==> config.mk <==
export PLATFORM = sky130hd
export DESIGN_NAME = velocity_mode_selector
export DESIGN_NICKNAME = d
export VERILOG_FILES = /design/src/logic/vms_pkg.sv /design/src/logic/step_interval_meter.sv /design/src/logic/threshold_hyst.sv /design/src/logic/velocity_mode_selector.sv
export VERILOG_INCLUDE_DIRS = /design/src /design/src/logic
export SDC_FILE = /design/constraint.sdc
export NUM_CORES = 1
export LEC_CHECK = 0
export ABC_AREA = 1
export BUFFER_PORTS_ARGS = -buffer_cell sky130_fd_sc_hd__buf_2
export CORE_MARGIN = 1.5
export CORE_UTILIZATION = 35
export CTS_CLUSTER_DIAMETER = 50
export CTS_CLUSTER_SIZE = 20
export DETAILED_ROUTE_END_ITERATION = 16
export GPL_TIMING_DRIVEN = 0
export SYNTH_ARGS = -nofsm -noshare
export SYNTH_HDL_FRONTEND = slang
export SYNTH_SLANG_ARGS = --single-unit
==> constraint.sdc <==
create_clock -name pclk -period 36.7 [get_ports pclk]
set_clock_uncertainty 0.15 [all_clocks]
set_input_delay 5.505 -clock pclk [delete_from_list [all_inputs] [get_ports pclk]]
set_output_delay 5.505 -clock pclk [all_outputs]
set_load 0.01 [all_outputs]
==> src/logic/vms_cfg.svh <==
// Register offsets, field positions, reset values and timing constants
`ifndef VMS_CFG_SVH
`define VMS_CFG_SVH
// ----------------------------------------------------------------
// Register byte offsets
// ----------------------------------------------------------------
`define OFS_CONFIG 12'h000
`define OFS_POWER_DOWN 12'h004
`define OFS_STEP_INTERVAL 12'h008
`define OFS_QUIET_PWM 12'h00c
`define OFS_LOAD_ADAPT 12'h010
`define OFS_HIGH_SPEED 12'h014
`define OFS_STATUS 12'h018
`define OFS_CHOPPER 12'h01c
// ----------------------------------------------------------------
// Config bit positions
// ----------------------------------------------------------------
`define CFG_SMALL_HYST 0
`define CFG_HS_FULLSTEP 1
`define CFG_HS_CHOPPER 2
`define CFG_EN_PWM 3
`define CFG_EXT_STEP 4
// ----------------------------------------------------------------
// Reset values and timing
// ----------------------------------------------------------------
`define POWER_DOWN_RESET 8'h0a
`define HIGH_SPEED_RESET 20'h00000
`define STST_LOG2 20
`define PD_STEP_LOG2 18
`define INTERVAL_MAX 20'hfffff
`define STATUS_W 13
`endif

==> src/logic/vms_pkg.sv <==
// Types shared by the velocity mode selector
package vms_pkg;
    typedef struct packed {
        logic small_hyst;
        logic hs_fullstep;
        logic hs_chopper;
        logic en_pwm;
        logic ext_step;
    } vms_cfg_t;
    typedef struct packed {
        logic pwm_chop;
        logic velocity_step;
        logic stall_detect;
        logic load_adapt;
        logic stall_out;
        logic chopper_sync;
        logic fullstep;
        logic chopper_mode;
        logic fast_decay_zero;
        logic off_time_double;
    } vms_mode_t;
endpackage

==> src/logic/step_interval_meter.sv <==
// Step interval measurement with standstill detection
`timescale 1ns/1ps
`default_nettype none
`include "vms_cfg.svh"
module step_interval_meter import vms_pkg::*; #(
    parameter int W = 20,
    parameter int STST_CYCLES = 1 << `STST_LOG2
) (
    // Clock and reset
    input wire logic pclk,
    input wire logic presetn,
    // Step pulse and weight in 1/256 units
    input wire logic step,
    input wire logic [8:0] weight,
    // Results
    output logic [W-1:0] interval,
    output logic standstill
);
    initial if (W != 20 || STST_CYCLES < 2 || STST_CYCLES > (1 << W))
        $error("step_interval_meter parameters unsupported");
    localparam logic [W-1:0] IDLE_LAST = W'(STST_CYCLES - 1);
    logic [W:0] count;
    logic [W-1:0] idle;
    wire logic [W:0] scaled = count / {{(W-8){1'b0}}, weight};
    wire logic idle_done = idle == IDLE_LAST;
    wire logic sat = scaled[W] | idle_done;
    always_ff @(posedge pclk or negedge presetn) begin
        if (!presetn) begin
            count <= '0;
            idle <= '0;
            interval <= '0;
            standstill <= 1'b0;
        end else if (step) begin
            count <= {{W{1'b0}}, 1'b1};
            idle <= '0;
            standstill <= 1'b0;
            interval <= sat ? `INTERVAL_MAX : scaled[W-1:0];
        end else begin
            count <= count[W] ? count : count + 1'b1;
            idle <= idle_done ? idle : idle + 1'b1;
            if (idle_done) begin
                standstill <= 1'b1;
                interval <= `INTERVAL_MAX;
            end
        end
    end
endmodule // step_interval_meter
`default_nettype wire

==> src/logic/threshold_hyst.sv <==
// Threshold comparison with hysteresis
`timescale 1ns/1ps
`default_nettype none
module threshold_hyst #(
    parameter int W = 20
) (
    // Clock and reset
    input wire logic pclk,
    input wire logic presetn,
    // Operands
    input wire logic [W-1:0] interval,
    input wire logic [W-1:0] threshold,
    input wire logic small_hyst,
    // Result: interval at or below threshold
    output logic fast
);
    initial if (W < 6) $error("threshold_hyst width too small");
    wire logic [W-1:0] hyst = small_hyst ? (interval >> 5) : (interval >> 4);
    wire logic [W-1:0] upper = interval - hyst - 1'b1;
    always_ff @(posedge pclk or negedge presetn) begin
        if (!presetn) fast <= 1'b0;
        else if (!fast && interval <= threshold) fast <= 1'b1;
        else if (fast && upper >= threshold && interval > threshold)
            fast <= 1'b0;
    end
endmodule // threshold_hyst
`default_nettype wire

==> src/logic/velocity_mode_selector.sv <==
// Velocity based mode selector with APB registers
// Summary of operation
// - Standstill flag sets 2^20 clocks after last step; resets to zero.
// - Standstill selects hold current, otherwise run current.
// - Power-down follows standstill after 0, 1 or n*2^18 clocks.
// - Interval measured in clocks, normalised to 1/256 microsteps.
// - Interval saturates at 1048575 on overflow or standstill; reset 0.
// - Hysteresis of 1/16 or 1/32 on every threshold comparison.
// - Lower switch uses raw interval, upper uses 15/16 or 31/32 minus one.
// - Interval above quiet threshold allows PWM, stops velocity step.
// - Between high and load-adapt thresholds: stall detect, adapt, no PWM.
// - Interval at most load-adapt threshold enables stall output.
// - At or under high threshold: no adapt, no PWM, sync forced off.
// - High-speed chopper: mode 1, fast decay 0, off time doubled, capped at 15.
// - High-speed full step: full-step mode only; velocity step still follows quiet threshold.
// - Full step entered and left only at the 45 degree position.
// - Full-step and chopper high-speed bits may be active together.
// - PWM enable turns on only at standstill; runs above quiet threshold.
// - Internal generator interval derives from its 1/256 step rate.
`timescale 1ns/1ps
`default_nettype none
`include "vms_cfg.svh"
module velocity_mode_selector import vms_pkg::*; #(
    parameter int W = 20,
    parameter int STST_CYCLES = 1 << `STST_LOG2,
    parameter int PD_UNIT = 1 << `PD_STEP_LOG2
) (
    // Clock and reset
    input wire logic pclk,
    input wire logic presetn,
    // APB slave
    input wire logic psel,
    input wire logic penable,
    input wire logic pwrite,
    input wire logic [11:0] paddr,
    input wire logic [31:0] pwdata,
    output logic [31:0] prdata,
    output logic pready,
    output logic pslverr,
    // Step sources
    input wire logic int_step,
    input wire logic ext_step_pin,
    input wire logic [8:0] ustep_weight,
    // Position at 45 degrees
    input wire logic at_45deg,
    // Chopper setting
    input wire logic [3:0] off_time,
    // Mode outputs
    output vms_mode_t mode,
    output logic [3:0] off_time_eff,
    output logic hold_current,
    output logic power_down,
    output logic standstill
);
    initial if (W != 20 || STST_CYCLES < 2 || PD_UNIT < 2)
        $error("velocity_mode_selector parameters unsupported");
    // ----------------------------------------------------------------
    // Registers
    // ----------------------------------------------------------------
    vms_cfg_t cfg;
    logic [7:0] power_down_delay;
    logic [W-1:0] quiet_pwm_threshold;
    logic [W-1:0] load_adapt_threshold;
    logic [W-1:0] high_speed_threshold;
    logic pwm_on;
    logic ext_s1, ext_s2, ext_s3;
    logic [W-1:0] step_interval;
    logic stst_raw;
    logic fast_high, fast_load, fast_quiet;
    logic [27:0] pd_count;
    // ----------------------------------------------------------------
    // External step synchroniser and source select
    // ----------------------------------------------------------------
    always_ff @(posedge pclk or negedge presetn) begin
        if (!presetn) begin
            ext_s1 <= 1'b0;
            ext_s2 <= 1'b0;
            ext_s3 <= 1'b0;
        end else begin
            ext_s1 <= ext_step_pin;
            ext_s2 <= ext_s1;
            ext_s3 <= ext_s2;
        end
    end
    wire logic ext_edge = ext_s2 & ~ext_s3;
    wire logic step = cfg.ext_step ? ext_edge : int_step;
    // ----------------------------------------------------------------
    // Measurement and comparisons
    // ----------------------------------------------------------------
    step_interval_meter #(
        .W(W),
        .STST_CYCLES(STST_CYCLES)
    ) u_meter (
        .pclk(pclk),
        .presetn(presetn),
        .step(step),
        .weight(ustep_weight),
        .interval(step_interval),
        .standstill(stst_raw)
    );
    threshold_hyst #(.W(W)) u_high (
        .pclk(pclk), .presetn(presetn), .interval(step_interval),
        .threshold(high_speed_threshold), .small_hyst(cfg.small_hyst),
        .fast(fast_high)
    );
    threshold_hyst #(.W(W)) u_load (
        .pclk(pclk), .presetn(presetn), .interval(step_interval),
        .threshold(load_adapt_threshold), .small_hyst(cfg.small_hyst),
        .fast(fast_load)
    );
    threshold_hyst #(.W(W)) u_quiet (
        .pclk(pclk), .presetn(presetn), .interval(step_interval),
        .threshold(quiet_pwm_threshold), .small_hyst(cfg.small_hyst),
        .fast(fast_quiet)
    );
    // ----------------------------------------------------------------
    // Mode decode
    // ----------------------------------------------------------------
    wire logic quiet_zone = !fast_quiet || stst_raw;
    wire logic mid_zone = fast_load && !fast_high;
    wire logic hs_fs_req = fast_high && cfg.hs_fullstep;
    vms_mode_t next_mode;
    always_comb begin
        next_mode = '0;
        next_mode.pwm_chop = pwm_on && quiet_zone && !fast_load
            && !fast_high;
        next_mode.velocity_step = !quiet_zone;
        next_mode.stall_detect = mid_zone;
        next_mode.load_adapt = mid_zone;
        next_mode.stall_out = fast_load;
        next_mode.chopper_sync = !fast_high;
        next_mode.fullstep = (hs_fs_req == mode.fullstep || at_45deg)
            ? hs_fs_req : mode.fullstep;
        next_mode.chopper_mode = fast_high && cfg.hs_chopper;
        next_mode.fast_decay_zero = fast_high && cfg.hs_chopper;
        next_mode.off_time_double = fast_high && cfg.hs_chopper;
    end
    wire logic [3:0] next_off = next_mode.off_time_double
        ? ((off_time > 4'h7) ? 4'hf : {off_time[2:0], 1'b0}) : off_time;
    always_ff @(posedge pclk or negedge presetn) begin
        if (!presetn) begin
            mode <= '0;
            off_time_eff <= '0;
        end else begin
            mode <= next_mode;
            off_time_eff <= next_off;
        end
    end
    // ----------------------------------------------------------------
    // Standstill, hold current and power-down delay
    // ----------------------------------------------------------------
    wire logic [27:0] pd_target = (power_down_delay <= 8'h01)
        ? {20'h00000, power_down_delay}
        : 28'(power_down_delay) * 28'(PD_UNIT);
    always_ff @(posedge pclk or negedge presetn) begin
        if (!presetn) begin
            pd_count <= '0;
            power_down <= 1'b0;
            standstill <= 1'b0;
            hold_current <= 1'b0;
        end else begin
            standstill <= stst_raw;
            hold_current <= stst_raw;
            if (!stst_raw) begin
                pd_count <= '0;
                power_down <= 1'b0;
            end else if (pd_count >= pd_target) begin
                power_down <= 1'b1;
            end else begin
                pd_count <= pd_count + 28'h0000001;
            end
        end
    end
    // ----------------------------------------------------------------
    // APB register access
    // ----------------------------------------------------------------
    wire logic wr = psel && penable && pwrite && pready;
    wire logic rd_sel = psel && !penable;
    wire logic hit_cfg = paddr == `OFS_CONFIG;
    wire logic hit_pd = paddr == `OFS_POWER_DOWN;
    wire logic hit_si = paddr == `OFS_STEP_INTERVAL;
    wire logic hit_qp = paddr == `OFS_QUIET_PWM;
    wire logic hit_la = paddr == `OFS_LOAD_ADAPT;
    wire logic hit_hs = paddr == `OFS_HIGH_SPEED;
    wire logic hit_st = paddr == `OFS_STATUS;
    wire logic hit_ch = paddr == `OFS_CHOPPER;
    wire logic mapped = hit_cfg | hit_pd | hit_si | hit_qp | hit_la
        | hit_hs | hit_st | hit_ch;
    wire logic [31:0] status_word = {19'h00000, power_down, hold_current,
        stst_raw, fast_high, fast_load, fast_quiet, mode.fullstep,
        mode.pwm_chop, mode.stall_detect, mode.load_adapt,
        mode.stall_out, mode.velocity_step, pwm_on};
    wire logic [31:0] rd_mux =
          hit_cfg ? {27'h0000000, cfg.ext_step, cfg.en_pwm, cfg.hs_chopper,
                     cfg.hs_fullstep, cfg.small_hyst}
        : hit_pd ? {24'h000000, power_down_delay}
        : hit_si ? {12'h000, step_interval}
        : hit_qp ? {12'h000, quiet_pwm_threshold}
        : hit_la ? {12'h000, load_adapt_threshold}
        : hit_hs ? {12'h000, high_speed_threshold}
        : hit_st ? status_word
        : hit_ch ? {28'h0000000, off_time_eff}
        : 32'h00000000;
    always_ff @(posedge pclk or negedge presetn) begin
        if (!presetn) begin
            pready <= 1'b0;
            pslverr <= 1'b0;
            prdata <= '0;
        end else begin
            pready <= rd_sel;
            pslverr <= rd_sel && !mapped;
            if (rd_sel) prdata <= pwrite ? 32'h00000000 : rd_mux;
        end
    end
    always_ff @(posedge pclk or negedge presetn) begin
        if (!presetn) begin
            cfg <= '0;
            power_down_delay <= `POWER_DOWN_RESET;
            quiet_pwm_threshold <= '0;
            load_adapt_threshold <= '0;
            high_speed_threshold <= `HIGH_SPEED_RESET;
        end else if (wr) begin
            if (hit_cfg) begin
                cfg.small_hyst <= pwdata[`CFG_SMALL_HYST];
                cfg.hs_fullstep <= pwdata[`CFG_HS_FULLSTEP];
                cfg.hs_chopper <= pwdata[`CFG_HS_CHOPPER];
                cfg.en_pwm <= pwdata[`CFG_EN_PWM];
                cfg.ext_step <= pwdata[`CFG_EXT_STEP];
            end
            if (hit_pd) power_down_delay <= pwdata[7:0];
            if (hit_qp) quiet_pwm_threshold <= pwdata[W-1:0];
            if (hit_la) load_adapt_threshold <= pwdata[W-1:0];
            if (hit_hs) high_speed_threshold <= pwdata[W-1:0];
        end
    end
    // Effective PWM enable: off at once, on only at standstill
    always_ff @(posedge pclk or negedge presetn) begin
        if (!presetn) pwm_on <= 1'b0;
        else if (!cfg.en_pwm) pwm_on <= 1'b0;
        else if (stst_raw) pwm_on <= 1'b1;
    end
    // ----------------------------------------------------------------
    // Assertions
    // ----------------------------------------------------------------
    property p_hold_follows;
        @(posedge pclk) disable iff (!presetn)
        hold_current == $past(stst_raw);
    endproperty
    a_hold_follows: assert property (p_hold_follows)
        else $error("hold current not tracking standstill");
    property p_pwm_on_only_stst;
        @(posedge pclk) disable iff (!presetn)
        $rose(pwm_on) |-> $past(stst_raw);
    endproperty
    a_pwm_on_only_stst: assert property (p_pwm_on_only_stst)
        else $error("pwm enabled outside standstill");
    property p_sync_off_high;
        @(posedge pclk) disable iff (!presetn)
        fast_high |=> !mode.chopper_sync && !mode.pwm_chop
            && !mode.load_adapt;
    endproperty
    a_sync_off_high: assert property (p_sync_off_high)
        else $error("high speed modes wrong");
    property p_stall_out;
        @(posedge pclk) disable iff (!presetn)
        ##1 mode.stall_out == $past(fast_load);
    endproperty
    a_stall_out: assert property (p_stall_out)
        else $error("stall output mismatch");
    property p_mid;
        @(posedge pclk) disable iff (!presetn)
        (fast_load && !fast_high) |=> mode.stall_detect && !mode.pwm_chop;
    endproperty
    a_mid: assert property (p_mid)
        else $error("mid zone modes wrong");
    property p_fs_45;
        @(posedge pclk) disable iff (!presetn)
        (mode.fullstep != $past(mode.fullstep)) |-> $past(at_45deg);
    endproperty
    a_fs_45: assert property (p_fs_45)
        else $error("full step changed off 45 degrees");
    property p_chop_hs;
        @(posedge pclk) disable iff (!presetn)
        (fast_high && cfg.hs_chopper) |=> mode.chopper_mode
            && mode.fast_decay_zero;
    endproperty
    a_chop_hs: assert property (p_chop_hs)
        else $error("high speed chopper not selected");
    property p_sat;
        @(posedge pclk) disable iff (!presetn)
        stst_raw |-> step_interval == `INTERVAL_MAX;
    endproperty
    a_sat: assert property (p_sat)
        else $error("interval not saturated at standstill");
    property p_pd_after_stst;
        @(posedge pclk) disable iff (!presetn)
        power_down |-> standstill;
    endproperty
    a_pd_after_stst: assert property (p_pd_after_stst)
        else $error("power down without standstill");
    property p_vstep_quiet;
        @(posedge pclk) disable iff (!presetn)
        quiet_zone |=> !mode.velocity_step;
    endproperty
    a_vstep_quiet: assert property (p_vstep_quiet)
        else $error("velocity step active in quiet zone");
    property p_mid_adapt;
        @(posedge pclk) disable iff (!presetn)
        mid_zone |=> mode.load_adapt && mode.stall_out;
    endproperty
    a_mid_adapt: assert property (p_mid_adapt)
        else $error("load adapt missing in mid zone");
    property p_off_double;
        @(posedge pclk) disable iff (!presetn)
        (fast_high && cfg.hs_chopper && !off_time[3])
            |=> off_time_eff == ($past(off_time) << 1);
    endproperty
    a_off_double: assert property (p_off_double)
        else $error("off time not doubled");
    property p_step_clears;
        @(posedge pclk) disable iff (!presetn)
        step |=> !stst_raw;
    endproperty
    a_step_clears: assert property (p_step_clears)
        else $error("standstill kept after step");
    property p_pd_zero;
        @(posedge pclk) disable iff (!presetn)
        (stst_raw && power_down_delay == 8'h00) |=> power_down;
    endproperty
    a_pd_zero: assert property (p_pd_zero)
        else $error("power down delayed with zero setting");
    property p_pwm_cfg_off;
        @(posedge pclk) disable iff (!presetn)
        !cfg.en_pwm |=> !pwm_on;
    endproperty
    a_pwm_cfg_off: assert property (p_pwm_cfg_off)
        else $error("pwm kept on with enable clear");
    c_stst: cover property (@(posedge pclk) disable iff (!presetn)
        $rose(standstill));
    c_fullstep: cover property (@(posedge pclk) disable iff (!presetn)
        $rose(mode.fullstep));
    c_mid: cover property (@(posedge pclk) disable iff (!presetn)
        mode.stall_detect);
    c_pd: cover property (@(posedge pclk) disable iff (!presetn)
        $rose(power_down));
    c_hs_both: cover property (@(posedge pclk) disable iff (!presetn)
        mode.chopper_mode && mode.fullstep);
endmodule // velocity_mode_selector
`default_nettype wire

# Word level (Yosys, flattened, before mapping)
# Cells that the tools add are included.
[totals]
register_bits = 217
wordCells = 150
out_inout_bits = 51
[classes]
n_reduce_logical = 38
bitwise = 10
eq_ne = 14
order_cmp = 12
n_addsub = 5
n_div = 1
n_mux = 35
[op_table]
columns = ["cell", "n"]
rows = [
  ["20-bit 2-to-1 mux", 12],
  ["20-bit greater-or-equal comparator", 3],
  ["20-bit > comparator", 3],
  ["20-bit <= comparator", 3],
  ["28-bit 2-to-1 mux", 2],
  ["12-bit by 5-bit equality test with 1-bit output, second input constant", 4],
  ["21-bit 2-to-1 mux", 2],
  ["28-bit by 1-bit adder with 28-bit output, second input constant", 1],
  ["28-bit by 26-bit greater-or-equal comparator with 1-bit output", 1],
  ["26-bit 2-to-1 mux", 1],
  ["12-bit by 4-bit equality test with 1-bit output, second input constant", 2],
  ["21-bit by 1-bit adder with 21-bit output, second input constant", 1],
  ["21-bit by 9-bit divider with 21-bit output", 1],
  ["20-bit by 1-bit adder with 20-bit output, second input constant", 1],
  ["20-bit equality test, second input constant", 1],
  ["1-bit logical AND", 20],
  ["20-bit by 1-bit subtractor with 20-bit output, second input constant", 1],
  ["20-bit subtractor", 1],
  ["16-bit 2-to-1 mux", 1],
  ["1-bit 2-to-1 mux", 13],
  ["13-bit 2-to-1 mux", 1],
  ["12-bit by 3-bit equality test with 1-bit output, second input constant", 1],
  ["12-bit zero test", 1],
  ["4-bit 2-to-1 mux", 3],
  ["12 further kinds", 35],
]

# Longest topological paths before layout
# Gate-level depths: netlist of the first run.
[depth]
depth_word = 10
mapped_depth = 332

# Modules after synthesis
# From an unflattened synthesis of the first run, not the netlist that was laid out.
[unflattened]
cells_unflattened = 4060
area_unflattened_um2 = 26454.1
[modules_own_cells]
columns = ["mod", "area_per_inst_um2", "cells_per_inst", "n_inst", "seq_area_each_um2"]
rows = [
  ["step_interval_meter", 11673.7, 1822, 1, 1551.5],
  ["velocity_mode_selector", 7881.3, 1029, 1, 3505.9],
  ["threshold_hyst", 2299.7, 403, 3, 25.0],
]

# Least setup slack after synthesis of the first run
# No wires, ideal clock.
[synth_path]
kind = "in2reg"
from = "in ustep_weight[0]"
to = "reg u_meter.interval[0]"
stages = 320
n_path_buf = 19
path_slack_ns = -8.573
t_arrival_ns = 45.010
required_ns = 36.437
setup_time_ns = 0.113
cell_sequence = "inv_1 -> ha_1 -> nand2_1 -> nor2_1 -> nand2_1 -> nor2_1 -> nand2_1 -> nand3_1 -> nand2_1 -> inv_1 -> ha_1 -> inv_1 -> nor2_1 -> nor2_2 -> nor2_1 -> nand2_2 -> nand2_1 -> o21ai_2 -> (+284 left out) -> nand2_1 -> o21ai_1 -> ha_1 -> a21oi_1 -> o21ai_0 -> a21o_1 -> a21oi_1 -> nor2_1 -> o211ai_1 -> nand4_1 -> a21oi_1 -> nand2_1 -> a21oi_1 -> nand4_1 -> nor2_1 -> nand4_1 -> nand2_1 -> inv_1"
[synth_via]
elab_chain_len = 4
[synth_lines]
columns = ["element", "line_no", "source"]
rows = [
  ["start: declaration", "velocity_mode_selector.sv:43", "input wire logic [8:0] ustep_weight,"],
  ["21-bit by 9-bit divider with 21-bit output *", "step_interval_meter.sv:24", "wire logic [W:0] scaled = count / {{(W-8){1'b0}}, weight};"],
  ["1-bit OR", "step_interval_meter.sv:26", "wire logic sat = scaled[W] | idle_done;"],
  ["20-bit 2-to-1 mux *", "step_interval_meter.sv:37", "interval <= sat ? `INTERVAL_MAX : scaled[W-1:0];"],
  ["20-bit 2-to-1 mux *", "step_interval_meter.sv:33", "end else if (step) begin"],
  ["end signal: assignment", "step_interval_meter.sv:37", ""],
  ["end signal: assignment", "step_interval_meter.sv:43", "interval <= `INTERVAL_MAX;"],
  ["end: declaration", "step_interval_meter.sv:16", "output logic [W-1:0] interval,"],
]
# Mark *: on every way between the ends. The rest lies on a longest branch, timed or not.
# A chain may end at the register's enable or synchronous reset.

# Worst setup path after layout of the first run
[layout_path]
from = "in ustep_weight[4]"
to = "reg u_meter.interval[0]"
# The elaborated chain is that of the path after synthesis.

==> flow_results.xml, run 1 <==
<?xml version="1.0" encoding="UTF-8"?>
<metrics>
  <group name="sta">
    <metric name="finalWorstSetupSlack" unit="ps">-7600</metric>
    <metric name="clock.fmax" unit="GHz">0.0226</metric>
    <metric name="grt_setup_unrepaired" unit="">yes</metric>
    <metric name="slew_of_the_pin_with_the_lowest_slew_margin" unit="ps">907</metric>
    <metric name="finalHoldWorstSlack" unit="ps">201</metric>
    <metric name="layout_min_cycle_time" unit="ps">44300</metric>
    <metric name="setup_viol_count_final" unit="">4</metric>
    <metric name="fin_tns_setup" unit="ps">-18320</metric>
    <metric name="slew_violations" unit="">0</metric>
    <metric name="hold_viol_final" unit="">0</metric>
    <metric name="finalCritPeriodShare" unit="%">121</metric>
    <metric name="relSlewSlack" unit="%">39.2</metric>
  </group>
  <group name="die">
    <metric name="core_area" unit="sq um">63100</metric>
    <metric name="core.rowCount" unit="">92</metric>
    <metric name="dieHeight" unit="um">256</metric>
    <metric name="initial_utilization" unit="%">35.4</metric>
    <metric name="die-area" unit="sq um">65400</metric>
    <metric name="num_io_pins" unit="">116</metric>
    <metric name="die-width" unit="um">256</metric>
  </group>
  <group name="synthesis">
    <metric name="post_synth_mux_area_share" unit="%">0.314</metric>
    <metric name="yosysTopAreaCellShare" unit="%">22.7</metric>
    <metric name="syn-instance-count" unit="">3164</metric>
    <metric name="syn_area" unit="sq um">22300</metric>
    <metric name="synth_seq_area_share" unit="%">23.0</metric>
    <metric name="synthDistinctLibCells" unit="">71</metric>
    <metric name="yosysMostFrequentCell" unit="">sky130_fd_sc_hd__nand2_1</metric>
    <metric name="synth_xor_area_share" unit="%">4.78</metric>
    <metric name="post_synth_and_or_nand_nor_area_fraction" unit="%">26.3</metric>
    <metric name="synth_edf_count" unit="">0</metric>
    <metric name="synth_seq_cells" unit="">205</metric>
    <metric name="synth_top_family_by_area" unit="">simple AND/OR/NAND/NOR gates</metric>
    <metric name="postSynthAreaPerCell" unit="sq um">7.06</metric>
    <metric name="synth_compound_gate_area_share" unit="%">17.7</metric>
    <metric name="dominantRegCellSynth" unit="">sky130_fd_sc_hd__dfrtp_1</metric>
    <metric name="yosysWarningCount" unit="">0</metric>
    <metric name="post_synthesis_adder_cell_area_fraction" unit="%">17.4</metric>
    <metric name="yosysTopAreaCell" unit="">sky130_fd_sc_hd__dfrtp_1</metric>
    <metric name="synth.top_cells.by_count" unit="">sky130_fd_sc_hd__nand2_1 (654), sky130_fd_sc_hd__inv_1 (454), sky130_fd_sc_hd__ha_1 (310)</metric>
    <metric name="synthArstFlopShare" unit="%">100</metric>
    <metric name="yosys-top-cells-area" unit="">sky130_fd_sc_hd__dfrtp_1 (23%), sky130_fd_sc_hd__ha_1 (17%), sky130_fd_sc_hd__nand2_1 (11%)</metric>
  </group>
  <group name="global_routing">
    <metric name="grt_remaining_overflow" unit="">0</metric>
    <metric name="via_count_of_the_first_global_routing_pass" unit="">22900</metric>
    <metric name="initial_antenna_violation_count" unit="">0</metric>
    <metric name="grtUsageTotal" unit="%">21.3</metric>
    <metric name="grt_first_pass_wirelength" unit="um">116000</metric>
    <metric name="largest_net_degree_at_the_start_of_global_routing" unit="">82</metric>
  </group>
  <group name="critical_path">
    <metric name="worstPathBufferInverterCount" unit="">102</metric>
    <metric name="critical-path-top-delay-family" unit="">compound AO/OA/AOI/OAI gates</metric>
    <metric name="timing.critical_path.from_type" unit="">input port</metric>
    <metric name="rr_endpoint" unit="">u_meter.interval[0]</metric>
    <metric name="max_incr_delay_on_cp" unit="ps">370</metric>
    <metric name="worstRegToRegCells" unit="">318</metric>
    <metric name="worst_path_most_repeated_cell" unit="">sky130_fd_sc_hd__buf_4</metric>
    <metric name="crit_fanout" unit="">18</metric>
    <metric name="worstPathArrival" unit="ps">44590</metric>
    <metric name="crit-reg2reg-launch" unit="">u_meter.count[0]</metric>
    <metric name="critical_path.endpoint_type" unit="">register</metric>
    <metric name="cpMaxStageDelayCell" unit="">sky130_fd_sc_hd__nand4_1</metric>
    <metric name="crit_required" unit="ps">36990</metric>
    <metric name="rrSetupSlack" unit="ps">-3270</metric>
    <metric name="setup.worst_path.class" unit="">in2reg</metric>
  </group>
  <group name="hold_path">
    <metric name="min_to" unit="">ext_s2</metric>
    <metric name="worstHoldPathType" unit="">reg2reg</metric>
    <metric name="worstHoldPathCells" unit="">0</metric>
    <metric name="startpoint_of_the_worst_hold_path" unit="">ext_s1</metric>
  </group>
  <group name="detailed_routing">
    <metric name="ant_nets" unit="">0</metric>
    <metric name="dr_total_vias" unit="">24500</metric>
    <metric name="dr.pass1.iters" unit="">5</metric>
    <metric name="initialDrtViolationCount" unit="">1701</metric>
    <metric name="wire_per_inst" unit="um">16.6</metric>
    <metric name="drcViolationCount" unit="">0</metric>
    <metric name="wl_final" unit="um">78500</metric>
    <metric name="viasPerCell" unit="">5.19</metric>
  </group>
  <group name="clocking">
    <metric name="insertion_delay" unit="ps">570</metric>
    <metric name="number_of_clock_buffers_inserted_by_tritoncts" unit="">25</metric>
    <metric name="ctsRootBufferMaster" unit="">sky130_fd_sc_hd__clkbuf_16</metric>
    <metric name="ctsHtreeMaxLevel" unit="">1</metric>
    <metric name="clock_path_buffers" unit="">3</metric>
    <metric name="clock_tree_from_tritoncts" unit="">yes</metric>
    <metric name="tritoncts_num_sinks" unit="">205</metric>
    <metric name="clkTransAtPathRegs" unit="ps">60</metric>
  </group>
  <group name="cells_and_area">
    <metric name="area_growth" unit="%">38.3</metric>
    <metric name="nNetsFinal" unit="">4224</metric>
    <metric name="stdcell_count" unit="">4713</metric>
    <metric name="seqCellArea" unit="sq um">5130</metric>
    <metric name="nFillCells" unit="">5975</metric>
    <metric name="combined_area_of_the_multi_input_logic_cells" unit="sq um">16600</metric>
    <metric name="drive_above_1_share" unit="%">30.0</metric>
    <metric name="antenna_cells" unit="">0</metric>
  </group>
  <group name="placement">
    <metric name="gp_congestion" unit="">0.902</metric>
    <metric name="placed_instance_count" unit="">4120</metric>
    <metric name="half_perimeter_wire_length_of_the_detailed_placement_result" unit="um">49900</metric>
    <metric name="port-buffer-count" unit="">91</metric>
  </group>
  <group name="outcome">
    <metric name="failed_checks" unit="">negative setup slack</metric>
    <metric name="outcome" unit="">complete, but fails checks</metric>
  </group>
  <group name="job">
    <metric name="cap_viol_max_count" unit="">0</metric>
  </group>
</metrics>
-- metal layers --
| layer | GRT usage (%) | part of all wire, % | vias up |
|---|---|---|---|
| li1 | - | - | 12000 |
| met1 | 27.4 | 43 | 11400 |
| met2 | 37.2 | 48 | 814 |
| met3 | 1.91 | 4.8 | 249 |
| met4 | 7.08 | 4.5 | 0 |
| met5 | 0 | 0 | - |
-- worst register-to-register path: cells and delay by family, from the launching register on --
kind | cells | cell delay, ps
xor+xnor | 2 | 280
buf+inv | 102 | 11110
flops | 1 | 370
fa+ha+maj | 20 | 5340
compound gates | 78 | 11420
simple gates | 116 | 11080
-- cells in the final DEF, fill, tap and decap left out, types with 69 or more instances in the layout --
cell type and n:
sky130_fd_sc_hd__inv_1 424, sky130_fd_sc_hd__nand3_1 117, sky130_fd_sc_hd__buf_4 543, sky130_fd_sc_hd__xor2_1 74, sky130_fd_sc_hd__nor2_1 186, sky130_fd_sc_hd__a21oi_1 141
sky130_fd_sc_hd__dfrtp_1 203, sky130_fd_sc_hd__nand4_1 69, sky130_fd_sc_hd__ha_1 274, sky130_fd_sc_hd__nand2_2 83, sky130_fd_sc_hd__nand2_1 578, sky130_fd_sc_hd__o21ai_0 211
sky130_fd_sc_hd__buf_2 90
-- stage by stage --
step / setup WS, ps / area (sq um) / util [%]
after floorplan: -5780 / 22700 / -
after global placement: -12010 / 24200 / 38.4
after detailed placement: -12150 / 24300 / 38.5
after CTS: -5630 / 28900 / 45.9
after global routing: -9260 / 30900 / 49.0
final: -7600 / 30900 / 49.0
-- cell families (layout without fill, tap and decap cells) --
family / after synthesis / in the layout
buffers and inverters: 584 / 1269
other: 2 / 19
XOR/XNOR: 122 / 122
flip-flops: 205 / 205
AO/OA/AOI/OAI: 672 / 672
multiplexers: 7 / 7
AND/OR/NAND/NOR: 1261 / 1262
adder cells (fa/ha/maj): 311 / 311
-- registers in the layout, indices dropped and copies added (netlist names), 4 cells and up --
register,cells
pd_count,28
u_meter.count,21
high_speed_threshold,20
load_adapt_threshold,20
prdata,20
quiet_pwm_threshold,20
u_meter.idle,20
u_meter.interval,20
power_down_delay,8
mode,7
cfg,5
off_time_eff,4
-- worst max path at each step --
| stage | start | to | slack [ps] | cells past startpoint |
|---|---|---|---|---|
| finish | ustep_weight[4] | u_meter.interval[0] | -7600 | 316 |
| global route | ustep_weight[4] | u_meter.interval[0] | -9260 | 314 |
| CTS | ustep_weight[0] | u_meter.interval[0] | -5630 | 331 |
| detailed placement | ustep_weight[0] | u_meter.interval[0] | -12150 | 328 |
| global placement | ustep_weight[0] | u_meter.interval[0] | -12010 | 328 |
| floorplan | ustep_weight[0] | u_meter.interval[0] | -5780 | 331 |
-- cell type report --
| cell class | instances | area share, % |
|---|---|---|
| timing repair inverter | 2 | 0.0324 |
| clock buffer | 31 | 2.19 |
| multi-input combinational | 2393 | 53.7 |
| timing repair buffer | 637 | 15.3 |
| clock inverter | 15 | 0.490 |
| tap | 846 | 3.42 |
| inverter | 494 | 6.26 |
| buffer | 90 | 2.04 |
| sequential | 205 | 16.6 |
-- repair_timing --
item / CTS / global route
cloned: 8 / 0
setup buffers: 414 / 127
setup endpoints to repair: 5 / 5
hold buffers: 0 / 0
gates resized for setup: 144 / 235
pin swaps: 161 / 240
Power of run 1 is left out: the tool's default activity adds up to more than one toggle a clock period on the data nets, which glitch-free logic cannot reach.
==> inputs of run 2 (changes only) <==
--- a/config.mk
+++ b/config.mk
@@ -11,9 +11,10 @@
 export CORE_MARGIN = 1.5
 export CORE_UTILIZATION = 35
 export CTS_CLUSTER_DIAMETER = 50
-export CTS_CLUSTER_SIZE = 20
+export CTS_CLUSTER_SIZE = 28
 export DETAILED_ROUTE_END_ITERATION = 16
 export GPL_TIMING_DRIVEN = 0
+export PLACE_DENSITY = 0.62
 export SYNTH_ARGS = -nofsm -noshare
 export SYNTH_HDL_FRONTEND = slang
 export SYNTH_SLANG_ARGS = --single-unit
==> flow_results.xml, run 2 (same netlist as run 1, synthesis figures left out) <==
<?xml version="1.0" encoding="UTF-8"?>
<metrics>
  <group name="outcome">
    <metric name="outcome" unit="">complete, but fails checks</metric>
    <metric name="failed_checks" unit="">negative setup slack</metric>
  </group>
  <group name="global_routing">
    <metric name="grtUsageTotal" unit="%">22.4</metric>
    <metric name="grt_remaining_overflow" unit="">0</metric>
    <metric name="grt_first_pass_wirelength" unit="um">122000</metric>
    <metric name="via_count_of_the_first_global_routing_pass" unit="">24100</metric>
    <metric name="largest_net_degree_at_the_start_of_global_routing" unit="">117</metric>
    <metric name="initial_antenna_violation_count" unit="">0</metric>
  </group>
  <group name="placement">
    <metric name="place_area" unit="sq um">24300</metric>
    <metric name="port-buffer-count" unit="">91</metric>
    <metric name="half_perimeter_wire_length_of_the_detailed_placement_result" unit="um">49600</metric>
    <metric name="gp_congestion" unit="">0.934</metric>
  </group>
  <group name="die">
    <metric name="dieHeight" unit="um">256</metric>
    <metric name="die-area" unit="sq um">65400</metric>
    <metric name="num_io_pins" unit="">116</metric>
    <metric name="initial_utilization" unit="%">35.4</metric>
    <metric name="core.rowCount" unit="">92</metric>
    <metric name="core_area" unit="sq um">63100</metric>
    <metric name="die-width" unit="um">256</metric>
  </group>
  <group name="cells_and_area">
    <metric name="area_growth" unit="%">41.0</metric>
    <metric name="most-common-layout-cells" unit="">sky130_fd_sc_hd__buf_4 (594), sky130_fd_sc_hd__nand2_1 (583), sky130_fd_sc_hd__inv_1 (421)</metric>
    <metric name="final_area" unit="sq um">31500</metric>
    <metric name="largest_register_ff_count" unit="">28</metric>
    <metric name="regMostFlops" unit="">pd_count</metric>
    <metric name="final_common_cell" unit="">sky130_fd_sc_hd__buf_4</metric>
    <metric name="nFillCells" unit="">5652</metric>
    <metric name="drive_above_1_share" unit="%">31.0</metric>
    <metric name="seqCellArea" unit="sq um">5130</metric>
    <metric name="largest_registers" unit="">pd_count x28, u_meter.count x21</metric>
    <metric name="nNetsFinal" unit="">4277</metric>
    <metric name="combined_area_of_the_multi_input_logic_cells" unit="sq um">16700</metric>
    <metric name="antenna_cells" unit="">0</metric>
  </group>
  <group name="critical_path">
    <metric name="crit_required" unit="ps">37010</metric>
    <metric name="critical_path.endpoint_type" unit="">register</metric>
    <metric name="crit_fanout" unit="">20</metric>
    <metric name="crit-reg2reg-launch" unit="">u_meter.count[0]</metric>
    <metric name="worstPathArrival" unit="ps">45280</metric>
    <metric name="critPathLaunch" unit="">ustep_weight[2]</metric>
    <metric name="worst_path_most_repeated_cell" unit="">sky130_fd_sc_hd__nand2_1</metric>
    <metric name="timing.critical_path.from_type" unit="">input port</metric>
    <metric name="setup.worst_path.class" unit="">in2reg</metric>
    <metric name="max_incr_delay_on_cp" unit="ps">470</metric>
    <metric name="cpMaxStageDelayCell" unit="">sky130_fd_sc_hd__nand4_1</metric>
  </group>
  <group name="detailed_routing">
    <metric name="wire_per_inst" unit="um">18.4</metric>
    <metric name="dr_total_vias" unit="">26100</metric>
    <metric name="ant_nets" unit="">0</metric>
    <metric name="drcViolationCount" unit="">0</metric>
    <metric name="dr.pass1.iters" unit="">6</metric>
    <metric name="wl_final" unit="um">87700</metric>
    <metric name="viasPerCell" unit="">5.47</metric>
    <metric name="initialDrtViolationCount" unit="">2195</metric>
  </group>
  <group name="sta">
    <metric name="layout_min_cycle_time" unit="ps">44970</metric>
    <metric name="setup_viol_count_final" unit="">4</metric>
    <metric name="relSlewSlack" unit="%">37.2</metric>
    <metric name="grt_setup_unrepaired" unit="">yes</metric>
    <metric name="hold_viol_final" unit="">0</metric>
    <metric name="clock.fmax" unit="GHz">0.0222</metric>
    <metric name="slew_violations" unit="">0</metric>
    <metric name="finalWorstSetupSlack" unit="ps">-8270</metric>
    <metric name="finalCritPeriodShare" unit="%">123</metric>
    <metric name="slew_of_the_pin_with_the_lowest_slew_margin" unit="ps">936</metric>
  </group>
  <group name="clocking">
    <metric name="clock_path_buffers" unit="">3</metric>
    <metric name="clkTransAtPathRegs" unit="ps">60</metric>
    <metric name="cts_hold_repair.buffers" unit="">0</metric>
    <metric name="clock_tree_from_tritoncts" unit="">yes</metric>
    <metric name="insertion_delay" unit="ps">590</metric>
    <metric name="ctsRootBufferMaster" unit="">sky130_fd_sc_hd__clkbuf_16</metric>
    <metric name="tritoncts_num_sinks" unit="">205</metric>
    <metric name="ctsHtreeMaxLevel" unit="">1</metric>
    <metric name="number_of_clock_buffers_inserted_by_tritoncts" unit="">28</metric>
  </group>
  <group name="hold_path">
    <metric name="worstHoldPathType" unit="">reg2reg</metric>
    <metric name="startpoint_of_the_worst_hold_path" unit="">ext_s1</metric>
  </group>
  <group name="job">
    <metric name="cap_viol_max_count" unit="">0</metric>
  </group>
</metrics>
-- run 2: cell count changes in the layout (fill, tap and decap cells not counted), sizes merged --
cell | before | now
clkinv | 13 | 15
bufinv | 1 | 0
clkbuf | 85 | 87
inv | 486 | 493
buf | 673 | 721
clkinvlp | 11 | 9
-- run 2: worst max-delay path: cells and delay by family --
| kind | cells | cell delay (ps) |
|---|---|---|
| adder cells (fa/ha/maj) | 19 | 5380 |
| XOR/XNOR | 1 | 170 |
| AO/OA/AOI/OAI | 82 | 12650 |
| buffers and inverters | 81 | 8540 |
| AND/OR/NAND/NOR | 133 | 12970 |
-- run 2: through the flow --
stage	setup TNS, ps	hold WS (ps)	utilization [%]	worst slack (ps)	instances
floorplan	-12270	181	-	-5780	3181
global placement	-34240	187	38.4	-11910	4118
detailed placement	-35350	194	38.5	-12180	4119
global route	-25660	226	49.9	-9740	4769
CTS	-9300	207	47.0	-5320	4676
finish	-19760	204	49.9	-8270	4769
-- run 2: final cells by class --
class                   instances  share of cell area [%]
plain buffers                  90                    2.01
clock buffers                  31                    2.36
clock inverters                21                   0.874
inverters                     494                    6.16
multi-input cells            2393                    53.0
flip-flops and latches        205                    16.3
well taps                     846                    3.36
repair buffers                687                    16.0
repair inverters                2                  0.0318
-- run 2: layer usage --
metal  wire length (um)  vias up  GRT usage, %
li1                   -    12100             -
met1              34100    12000          27.8
met2              40300     1419          39.1
met3               7040      547          2.55
met4               6280        0          9.35
met5                  0        -             0
-- run 2: timing repair --
action,4_1_cts,5_1_grt
endpoints found under the setup margin,5,5
cloned,10,0
setup buffers,495,97
pin swaps,183,240
endpoints found under the hold margin,0,0
resized for setup,144,239
-- run 2: final timing paths --
path	to	slack (ps)	cells after the start
hold reg to reg	ext_s2	200	0
hold / removal	ext_s2	200	0
max in group asynchronous	load_adapt_threshold[14]	30500	2
min in group asynchronous	u_meter.idle[11]	4810	1
setup reg to reg	u_meter.interval[0]	-3980	316
setup / recovery	u_meter.interval[0]	-8270	316
Power of run 2 is left out for the same reason.
